### src/include/lss_pkg.sv
// Constants and types shared by the LED sink protection sequencer.
//--------------------------------------------------------------------
//--------------------------------------------------------------------
package lss_pkg;
   localparam int CLK_MHZ = 250;
   localparam int NCH = 4;
   localparam int T_SHDN_MS = 32;
   localparam int T_CHECK_US = 256;
   localparam int T_SOFT_MS = 128;
   localparam int T_BLANK_MS = 32;
   localparam int T_EDGE_US = 4;
   localparam int T_OPEN_US = 20;
   localparam int T_SHORT_US = 2;
   localparam int SHDN_CYC = T_SHDN_MS * 1000 * CLK_MHZ;
   localparam int CHECK_CYC = T_CHECK_US * CLK_MHZ;
   localparam int SOFT_CYC = T_SOFT_MS * 1000 * CLK_MHZ;
   localparam int BLANK_CYC = T_BLANK_MS * 1000 * CLK_MHZ;
   localparam int EDGE_CYC = T_EDGE_US * CLK_MHZ;
   localparam int OPEN_CYC = T_OPEN_US * CLK_MHZ;
   localparam int SHORT_CYC = T_SHORT_US * CLK_MHZ;
   // Register byte offsets.
   localparam logic [7:0] OFS_IRQ_STAT = 8'h00;
   localparam logic [7:0] OFS_IRQ_MASK = 8'h04;
   localparam logic [7:0] OFS_STATUS = 8'h08;
   localparam logic [7:0] OFS_CTRL = 8'h0C;
   // Interrupt bit positions.
   localparam int IRQ_OPEN = 0;
   localparam int IRQ_SHORT = 1;
   localparam int IRQ_OTP = 2;
   localparam int IRQ_SHDN = 3;
   localparam int NIRQ = 4;
   // Status field positions.
   localparam int ST_STATE = 0;
   localparam int ST_UNUSED = 8;
   localparam int ST_FAULT_N = 12;
   localparam logic [3:0] CTRL_RST = 4'hF;
   typedef enum logic [5:0] {
      LSS_OFF = 6'h01,
      LSS_CHECK = 6'h02,
      LSS_SOFT = 6'h04,
      LSS_BLANK = 6'h08,
      LSS_RUN = 6'h10,
      LSS_FAULT = 6'h20
   } lss_state_e;
endpackage : lss_pkg

### src/verilog/lss_sequencer.sv
// Power-on sequencer and open/short/thermal protection core.
`timescale 1ns/1ps
module lss_sequencer
   import lss_pkg::*;
#(
   parameter int unsigned SHDN_N = SHDN_CYC,
   parameter int unsigned CHECK_N = CHECK_CYC,
   parameter int unsigned SOFT_N = SOFT_CYC,
   parameter int unsigned BLANK_N = BLANK_CYC,
   parameter int unsigned OPEN_N = OPEN_CYC,
   parameter int unsigned EDGE_N = EDGE_CYC,
   parameter int unsigned SHORT_N = SHORT_CYC
)
(
   // Clock, reset, enable
   input wire logic pclk,
   input wire logic presetn,
   input wire logic ce,
   // APB slave
   input wire logic psel,
   input wire logic penable,
   input wire logic pwrite,
   input wire logic [7:0] paddr,
   input wire logic [31:0] pwdata,
   output logic [31:0] prdata,
   output logic pready,
   output logic pslverr,
   // Analog flags
   input wire logic en_pwm,
   input wire logic uvlo,
   input wire logic otp_hot,
   input wire logic [NCH-1:0] chan_float,
   input wire logic [NCH-1:0] cs_low,
   input wire logic short_sense_input,
   // Outputs
   output logic [NCH-1:0] sink_on,
   output logic feedback_output,
   output logic fault_n,
   output logic irq
);
   lss_state_e state_q;
   logic en_d1_q;
   logic [31:0] low_cnt_q;
   logic [31:0] phase_cnt_q;
   logic [31:0] edge_cnt_q;
   logic [31:0] open_cnt_q;
   logic [31:0] short_cnt_q;
   logic [NCH-1:0] unused_q;
   logic [NCH-1:0] ctrl_q;
   logic [NIRQ-1:0] stat_q;
   logic [NIRQ-1:0] mask_q;
   logic [31:0] prdata_q;
   logic [NCH-1:0] sink_q;
   logic fb_q;
   logic fault_n_q;
   logic en_rise;
   logic shdn_hit;
   logic det_en;
   logic open_cond;
   logic short_cond;
   logic open_hit;
   logic short_hit;
   logic wr;
   logic [NIRQ-1:0] ev;

   //-----------------------------------------------------------------
   // Phase sequencing
   //-----------------------------------------------------------------
   assign en_rise = en_pwm && !en_d1_q;
   assign shdn_hit = !en_pwm && (low_cnt_q == SHDN_N - 1);
   // The rise cycle itself is blanked, while the sinks are still off.
   assign det_en = (state_q == LSS_RUN) && (edge_cnt_q == 32'h0) &&
      !en_rise && !otp_hot;
   assign open_cond = en_pwm && |(cs_low & ~unused_q);
   assign short_cond = en_pwm && short_sense_input;
   assign open_hit = det_en && open_cond && (open_cnt_q == OPEN_N - 1);
   assign short_hit = det_en && short_cond && (short_cnt_q == SHORT_N - 1);

   always_ff @(posedge pclk or negedge presetn)
   begin
      if (!presetn)
      begin
         en_d1_q <= 1'b0;
         low_cnt_q <= 32'h0;
      end
      else if (ce)
      begin
         en_d1_q <= en_pwm && !uvlo;
         if (uvlo || en_pwm || shdn_hit)
            low_cnt_q <= 32'h0;
         else
            low_cnt_q <= low_cnt_q + 32'h1;
      end
   end

   always_ff @(posedge pclk or negedge presetn)
   begin
      if (!presetn)
      begin
         state_q <= LSS_OFF;
         phase_cnt_q <= 32'h0;
      end
      else if (ce)
      begin
         if (uvlo || shdn_hit)
         begin
            state_q <= LSS_OFF;
            phase_cnt_q <= 32'h0;
         end
         else
         begin
            unique case (state_q)
               LSS_OFF:
                  if (en_pwm)
                  begin
                     state_q <= LSS_CHECK;
                     phase_cnt_q <= 32'h0;
                  end
               LSS_CHECK:
                  if (phase_cnt_q == CHECK_N - 1)
                  begin
                     state_q <= LSS_SOFT;
                     phase_cnt_q <= 32'h0;
                  end
                  else
                     phase_cnt_q <= phase_cnt_q + 32'h1;
               LSS_SOFT:
                  if (phase_cnt_q == SOFT_N - 1)
                  begin
                     state_q <= LSS_BLANK;
                     phase_cnt_q <= 32'h0;
                  end
                  else
                     phase_cnt_q <= phase_cnt_q + 32'h1;
               LSS_BLANK:
                  if (en_pwm)
                  begin
                     if (phase_cnt_q == BLANK_N - 1)
                     begin
                        state_q <= LSS_RUN;
                        phase_cnt_q <= 32'h0;
                     end
                     else
                        phase_cnt_q <= phase_cnt_q + 32'h1;
                  end
               LSS_RUN:
                  if (open_hit || short_hit)
                     state_q <= LSS_FAULT;
               LSS_FAULT:
                  state_q <= LSS_FAULT;
               default:
                  state_q <= LSS_OFF;
            endcase
         end
      end
   end

   // Channels that float during the check phase stay marked unused.
   always_ff @(posedge pclk or negedge presetn)
   begin
      if (!presetn)
         unused_q <= '0;
      else if (ce)
      begin
         if (uvlo || state_q == LSS_OFF)
            unused_q <= '0;
         else if (state_q == LSS_CHECK)
            unused_q <= unused_q | chan_float;
      end
   end

   //-----------------------------------------------------------------
   // Fault detection counters
   //-----------------------------------------------------------------
   always_ff @(posedge pclk or negedge presetn)
   begin
      if (!presetn)
         edge_cnt_q <= 32'h0;
      else if (ce)
      begin
         if (uvlo || state_q == LSS_OFF)
            edge_cnt_q <= 32'h0;
         else if (en_rise)
            edge_cnt_q <= EDGE_N - 32'h1;
         else if (edge_cnt_q != 32'h0)
            edge_cnt_q <= edge_cnt_q - 32'h1;
      end
   end

   always_ff @(posedge pclk or negedge presetn)
   begin
      if (!presetn)
      begin
         open_cnt_q <= 32'h0;
         short_cnt_q <= 32'h0;
      end
      else if (ce)
      begin
         if (uvlo || state_q != LSS_RUN)
         begin
            open_cnt_q <= 32'h0;
            short_cnt_q <= 32'h0;
         end
         else if (det_en)
         begin
            if (open_cond)
               open_cnt_q <= open_cnt_q + 32'h1;
            if (short_cond)
               short_cnt_q <= short_cnt_q + 32'h1;
         end
      end
   end

   //-----------------------------------------------------------------
   // Sink, feedback and fault outputs
   //-----------------------------------------------------------------
   always_ff @(posedge pclk or negedge presetn)
   begin
      if (!presetn)
      begin
         sink_q <= '0;
         fb_q <= 1'b0;
         fault_n_q <= 1'b1;
      end
      else if (ce)
      begin
         fb_q <= !uvlo && state_q == LSS_SOFT;
         fault_n_q <= !(!uvlo && (state_q == LSS_FAULT || otp_hot &&
            state_q != LSS_OFF));
         if (uvlo || otp_hot || open_hit || short_hit || !en_pwm ||
            !(state_q inside {LSS_SOFT, LSS_BLANK, LSS_RUN}))
            sink_q <= '0;
         else
            sink_q <= ctrl_q & ~unused_q;
      end
   end

   assign sink_on = sink_q;
   assign feedback_output = fb_q;
   assign fault_n = fault_n_q;

   //-----------------------------------------------------------------
   // APB registers and interrupt
   //-----------------------------------------------------------------
   assign wr = psel && penable && pwrite;
   assign ev[IRQ_OPEN] = ce && !uvlo && state_q == LSS_RUN && open_hit;
   assign ev[IRQ_SHORT] = ce && !uvlo && state_q == LSS_RUN && short_hit;
   assign ev[IRQ_OTP] = ce && otp_hot && !uvlo && state_q != LSS_OFF;
   assign ev[IRQ_SHDN] = ce && !uvlo && shdn_hit && state_q != LSS_OFF;

   // A new event wins over a write-one-to-clear in the same cycle.
   always_ff @(posedge pclk or negedge presetn)
   begin
      if (!presetn)
         stat_q <= '0;
      else if (wr && paddr == OFS_IRQ_STAT)
         stat_q <= (stat_q & ~pwdata[NIRQ-1:0]) | ev;
      else
         stat_q <= stat_q | ev;
   end

   always_ff @(posedge pclk or negedge presetn)
   begin
      if (!presetn)
      begin
         mask_q <= '0;
         ctrl_q <= CTRL_RST;
      end
      else if (wr && paddr == OFS_IRQ_MASK)
         mask_q <= pwdata[NIRQ-1:0];
      else if (wr && paddr == OFS_CTRL)
         ctrl_q <= pwdata[NCH-1:0];
   end

   always_ff @(posedge pclk or negedge presetn)
   begin
      if (!presetn)
         prdata_q <= 32'h0;
      else if (psel && !penable)
      begin
         prdata_q <= 32'h0;
         unique case (paddr)
            OFS_IRQ_STAT: prdata_q[NIRQ-1:0] <= stat_q;
            OFS_IRQ_MASK: prdata_q[NIRQ-1:0] <= mask_q;
            OFS_STATUS:
            begin
               prdata_q[ST_STATE +: 6] <= state_q;
               prdata_q[ST_UNUSED +: NCH] <= unused_q;
               prdata_q[ST_FAULT_N] <= fault_n_q;
            end
            OFS_CTRL: prdata_q[NCH-1:0] <= ctrl_q;
            default: prdata_q <= 32'h0;
         endcase
      end
   end

   assign prdata = prdata_q;
   assign pready = 1'b1;
   assign pslverr = psel && penable && !(paddr inside
      {OFS_IRQ_STAT, OFS_IRQ_MASK, OFS_STATUS, OFS_CTRL});
   assign irq = |(stat_q & mask_q);
endmodule : lss_sequencer
### config.mk
export PLATFORM = sky130hd
export DESIGN_NAME = lss_sequencer
export DESIGN_NICKNAME = d
export VERILOG_FILES = /design/src/include/lss_pkg.sv /design/src/verilog/lss_sequencer.sv
export SDC_FILE = /design/constraint.sdc
export NUM_CORES = 1
export LEC_CHECK = 0
export BUFFER_PORTS_ARGS = -buffer_cell sky130_fd_sc_hd__buf_2
export CAP_MARGIN = 20
export CORE_UTILIZATION = 60
export DETAILED_ROUTE_END_ITERATION = 16
export PLACE_DENSITY = 0.8
export SETUP_SLACK_MARGIN = 0.15
export SLEW_MARGIN = 25
export SYNTH_ARGS = -nofsm -noshare
export SYNTH_HDL_FRONTEND = slang
export SYNTH_SLANG_ARGS = --single-unit
### constraint.sdc
create_clock -name pclk -period 4.66 [get_ports pclk]
set_input_delay 0.466 -clock pclk [delete_from_list [all_inputs] [get_ports pclk]]
set_output_delay 0.466 -clock pclk [all_outputs]
set_load 0.05 [all_outputs]
==> results by group <==
Floorplanning
  – Die W: approximately 140 um
  – Initial core utilization: 0.613
  – Std cell rows: 49
  – Die span in y: 138 um
  – Core ar.: approximately 18000 um2
  – IO Pins: around 100
  – Die ar.: between 15000 and 20000 um2

Worst hold path
  – Hold WC Path Type: input pin to async pin

Timing
  – Final setup viols: 0
  – Final Cycle Share: 0.800
  – Final Hold Fails: 0
  – Fin. max-slew vios: 0
  – Post-layout minimum cycle time: 3730 ps
  – Slew margin rel.: 0.368
  – Maximum clock rate: about 270 MHz
  – Setup TNS: 0 ps
  – Clock skew: around 9.2 ps
  – Worst-margin pin slew: approximately 950 ps
  – RSZ-0062 raised after global routing: false

Power and ir drop
  – Sequential share of power: 0.429
  – P_leak: 5.22 nW
  – Worst vdd ir: about 300 uV
  – Clk pwr share: 0.320
  – Sw frac: 0.331
  – Psw: 1.55 mW
  – Comb pwr share: 0.251
  – Internal: 3.13 mW
  – Cell Pwr Density: about 400 nW/um2

Synth
  – Yosys reg bits: 200
  – Mapped Cells: approximately 1200
  – Synth Warn #: 0
  – Synth Flop Type: dfrtp_1
  – Mapped Area: roughly 11000 um2
  – Number of enable flip-flop cells after synthesis: 0
  – Synth unique cells: 67
  – Sequential area share after synthesis: 0.454
  – Synth Area per Inst: 9.06 um2
  – Ys async rst share: 1.00

Route
  – Routed via count: around 9200
  – DR WL/cell: roughly 17 um
  – First-pass DRT Iterations: 5
  – Via density: 6.17
  – Iteration-0 DRC count of the detailed router: between 600 and 700
  – Antenna Nets Post-Route: 0
  – DRC viols: 0
  – Final WL: 25500 um

Clock tree
  – Clock Path Buffers: 2
  – Clock Tree Root: clkbuf_16
  – Hold_buf cts: 0
  – CTS tree: built
  – Postcts setup bufs: 0
  – H-tree levels: 4
  – Worst-Skew Late Latency: approximately 430 ps
  – Reg clk slew, reported paths: approximately 70 ps
  – Clk sink count: 200
  – Cts repair resizes: 0
  – Total CTS buffers: 17

Final layout
  – Final core occ: 0.666
  – Commonest non-fill, non-tap cell in the layout: dfrtp_1
  – Final Instance Area: 12000 um2
  – Nets@finish: 1305
  – Share of layout cells above drive strength 1: 0.106
  – Commonest cells after routing, fill and taps aside: 194 x dfrtp_1, 166 x nor2_1, 115 x nand2_1
  – Non-filler cells, final: ~1500
  – Area grow syn2layout: 8.66%

Status
  – Status: completed

Place
  – Port Buffer Count: 48
  – GP Congestion: just under 0.9
  – DP Cell Count: between 1000 and 1500
  – Cell Area, Placed: about 11000 um2
  – Placed wire-length estimate: between 15000 and 20000 um

Setup path
  – Worst EP arrival: between 4000 and 5000 ps
  – Critical Path Start Type: flop
  – Crit. End Element: flop
  – Worst R2R Setup Slack: 930 ps
  – R2R cell count: 7
  – CP required: around 5000 ps
  – Critical-path maximum fanout: 13
  – RR Startpoint: state_q[2]$_DFFE_PN0P_
  – Critical path type: flop to flop
  – Worst R2R End: short_cnt_q[15]$_DFFE_PN0P_

Flow run
  – Max-Cap Viols: 0

Global routing
  – Global-route wire length before repair: 41900 um
  – Largest net degree at the start of global routing: 114
  – Initial antenna violation count: 3
  – Vias in the first global route: approximately 8500
  – Total GRT Usage: 0.281
  – GR Overflow Total: 0
## state kept, by name, summed over array words and instances (netlist names)
register / flops
open_cnt_q: 32
stat_q: 4
fault_n: 1
feedback_output: 1
unused_q: 4
edge_cnt_q: 32
en_d1_q: 1
prdata: 11
short_cnt_q: 32
mask_q: 4
sink_on: 4
phase_cnt_q: 32
state_q: 6
low_cnt_q: 32
ctrl_q: 4
## worst max path at each step
stage,from,endpoint,cells past startpoint
after detailed placement,state_q[2]$_DFFE_PN0P_,short_cnt_q[15]$_DFFE_PN0P_,7
after CTS,state_q[2]$_DFFE_PN0P_,short_cnt_q[15]$_DFFE_PN0P_,7
after floorplan,state_q[2]$_DFFE_PN0P_,short_cnt_q[19]$_DFFE_PN0P_,9
after global placement,state_q[2]$_DFFE_PN0P_,short_cnt_q[15]$_DFFE_PN0P_,7
final,state_q[2]$_DFFE_PN0P_,short_cnt_q[15]$_DFFE_PN0P_,7
after global routing,state_q[2]$_DFFE_PN0P_,short_cnt_q[15]$_DFFE_PN0P_,7
## cell families after synthesis
logic type,Yosys count,share of synthesized area
xor gates and xnor gates,97,0.0769
other,2,0.000680
buffers and inverters,105,0.0440
DFF,200,0.454
AOI/OAI and AO/OA,185,0.117
muxes,18,0.0223
and+or+nand+nor,606,0.278
adders and majority gates,6,0.00680
## routing by layer
metal  routed length [um]  global-route usage  up-vias
met5                   11                   0        -
met4                  386              0.0824        2
met3                 1420              0.0522       26
met2                12600               0.464      244
met1                11100               0.378     4525
li1                     -                   -     4370
## synth_stat cells (13+ instances only)
cell,count,area [um2]
a22o_1,23,201
nand3_1,73,365
nor3_1,42,210
nand2_1,115,432
nand2b_1,13,81.3
and4_1,13,114
xnor2_1,52,455
mux2_2,13,146
clkbuf_1,42,158
inv_1,25,93.8
a21o_1,17,128
o21ai_0,38,190
nand4_1,43,269
xor2_1,45,394
and3_1,25,156
dfrtp_1,194,4850
and2_1,15,93.8
nor2_1,167,627
nor4_1,37,231
nor4b_1,14,123
buf_4,22,165
a21oi_1,39,195
or3_1,18,113
## worst max-delay path: stages (launching register included)
cell	delay, ps
dfrtp_1	490
or4_4	620
nor4_4	470
and3_1	300
and4_1	510
o2111ai_1	540
or4_1	570
a21oi_1	150
## final cells by class
| type | count | area [um2] |
|---|---|---|
| Fill cell | 1438 | 6020 |
| Clock inverter | 12 | 153 |
| Timing Repair Buffer | 62 | 354 |
| Sequential cell | 200 | 5010 |
| Multi-Input combinational cell | 934 | 5650 |
| Clock buffer | 20 | 437 |
| Antenna cell | 3 | 7.51 |
| Tap cell | 229 | 287 |
| Inverter | 26 | 97.6 |
## power by group through the flow
| stage | logic, mW | registers (mW) | clock network (mW) |
|---|---|---|---|
| after floorplan | 0.929 | 1.98 | 0 |
| after global placement | 1.13 | 2.03 | 0 |
| after detailed placement | 1.16 | 2.04 | 0 |
| after CTS | 1.17 | 2.00 | 1.52 |
| after global routing | 1.31 | 2.03 | 1.59 |
| final | 1.17 | 2.01 | 1.50 |
## stage by stage
stage               setup WS, ps  total power, mW  hold WS (ps)
finish                       933             4.68           119
global route                 740             4.92           201
CTS                          954             4.69           198
detailed placement           968             3.20           475
global placement            1220             3.16           463
floorplan                   1990             2.91           170
Power figures use the tool's default switching activity.
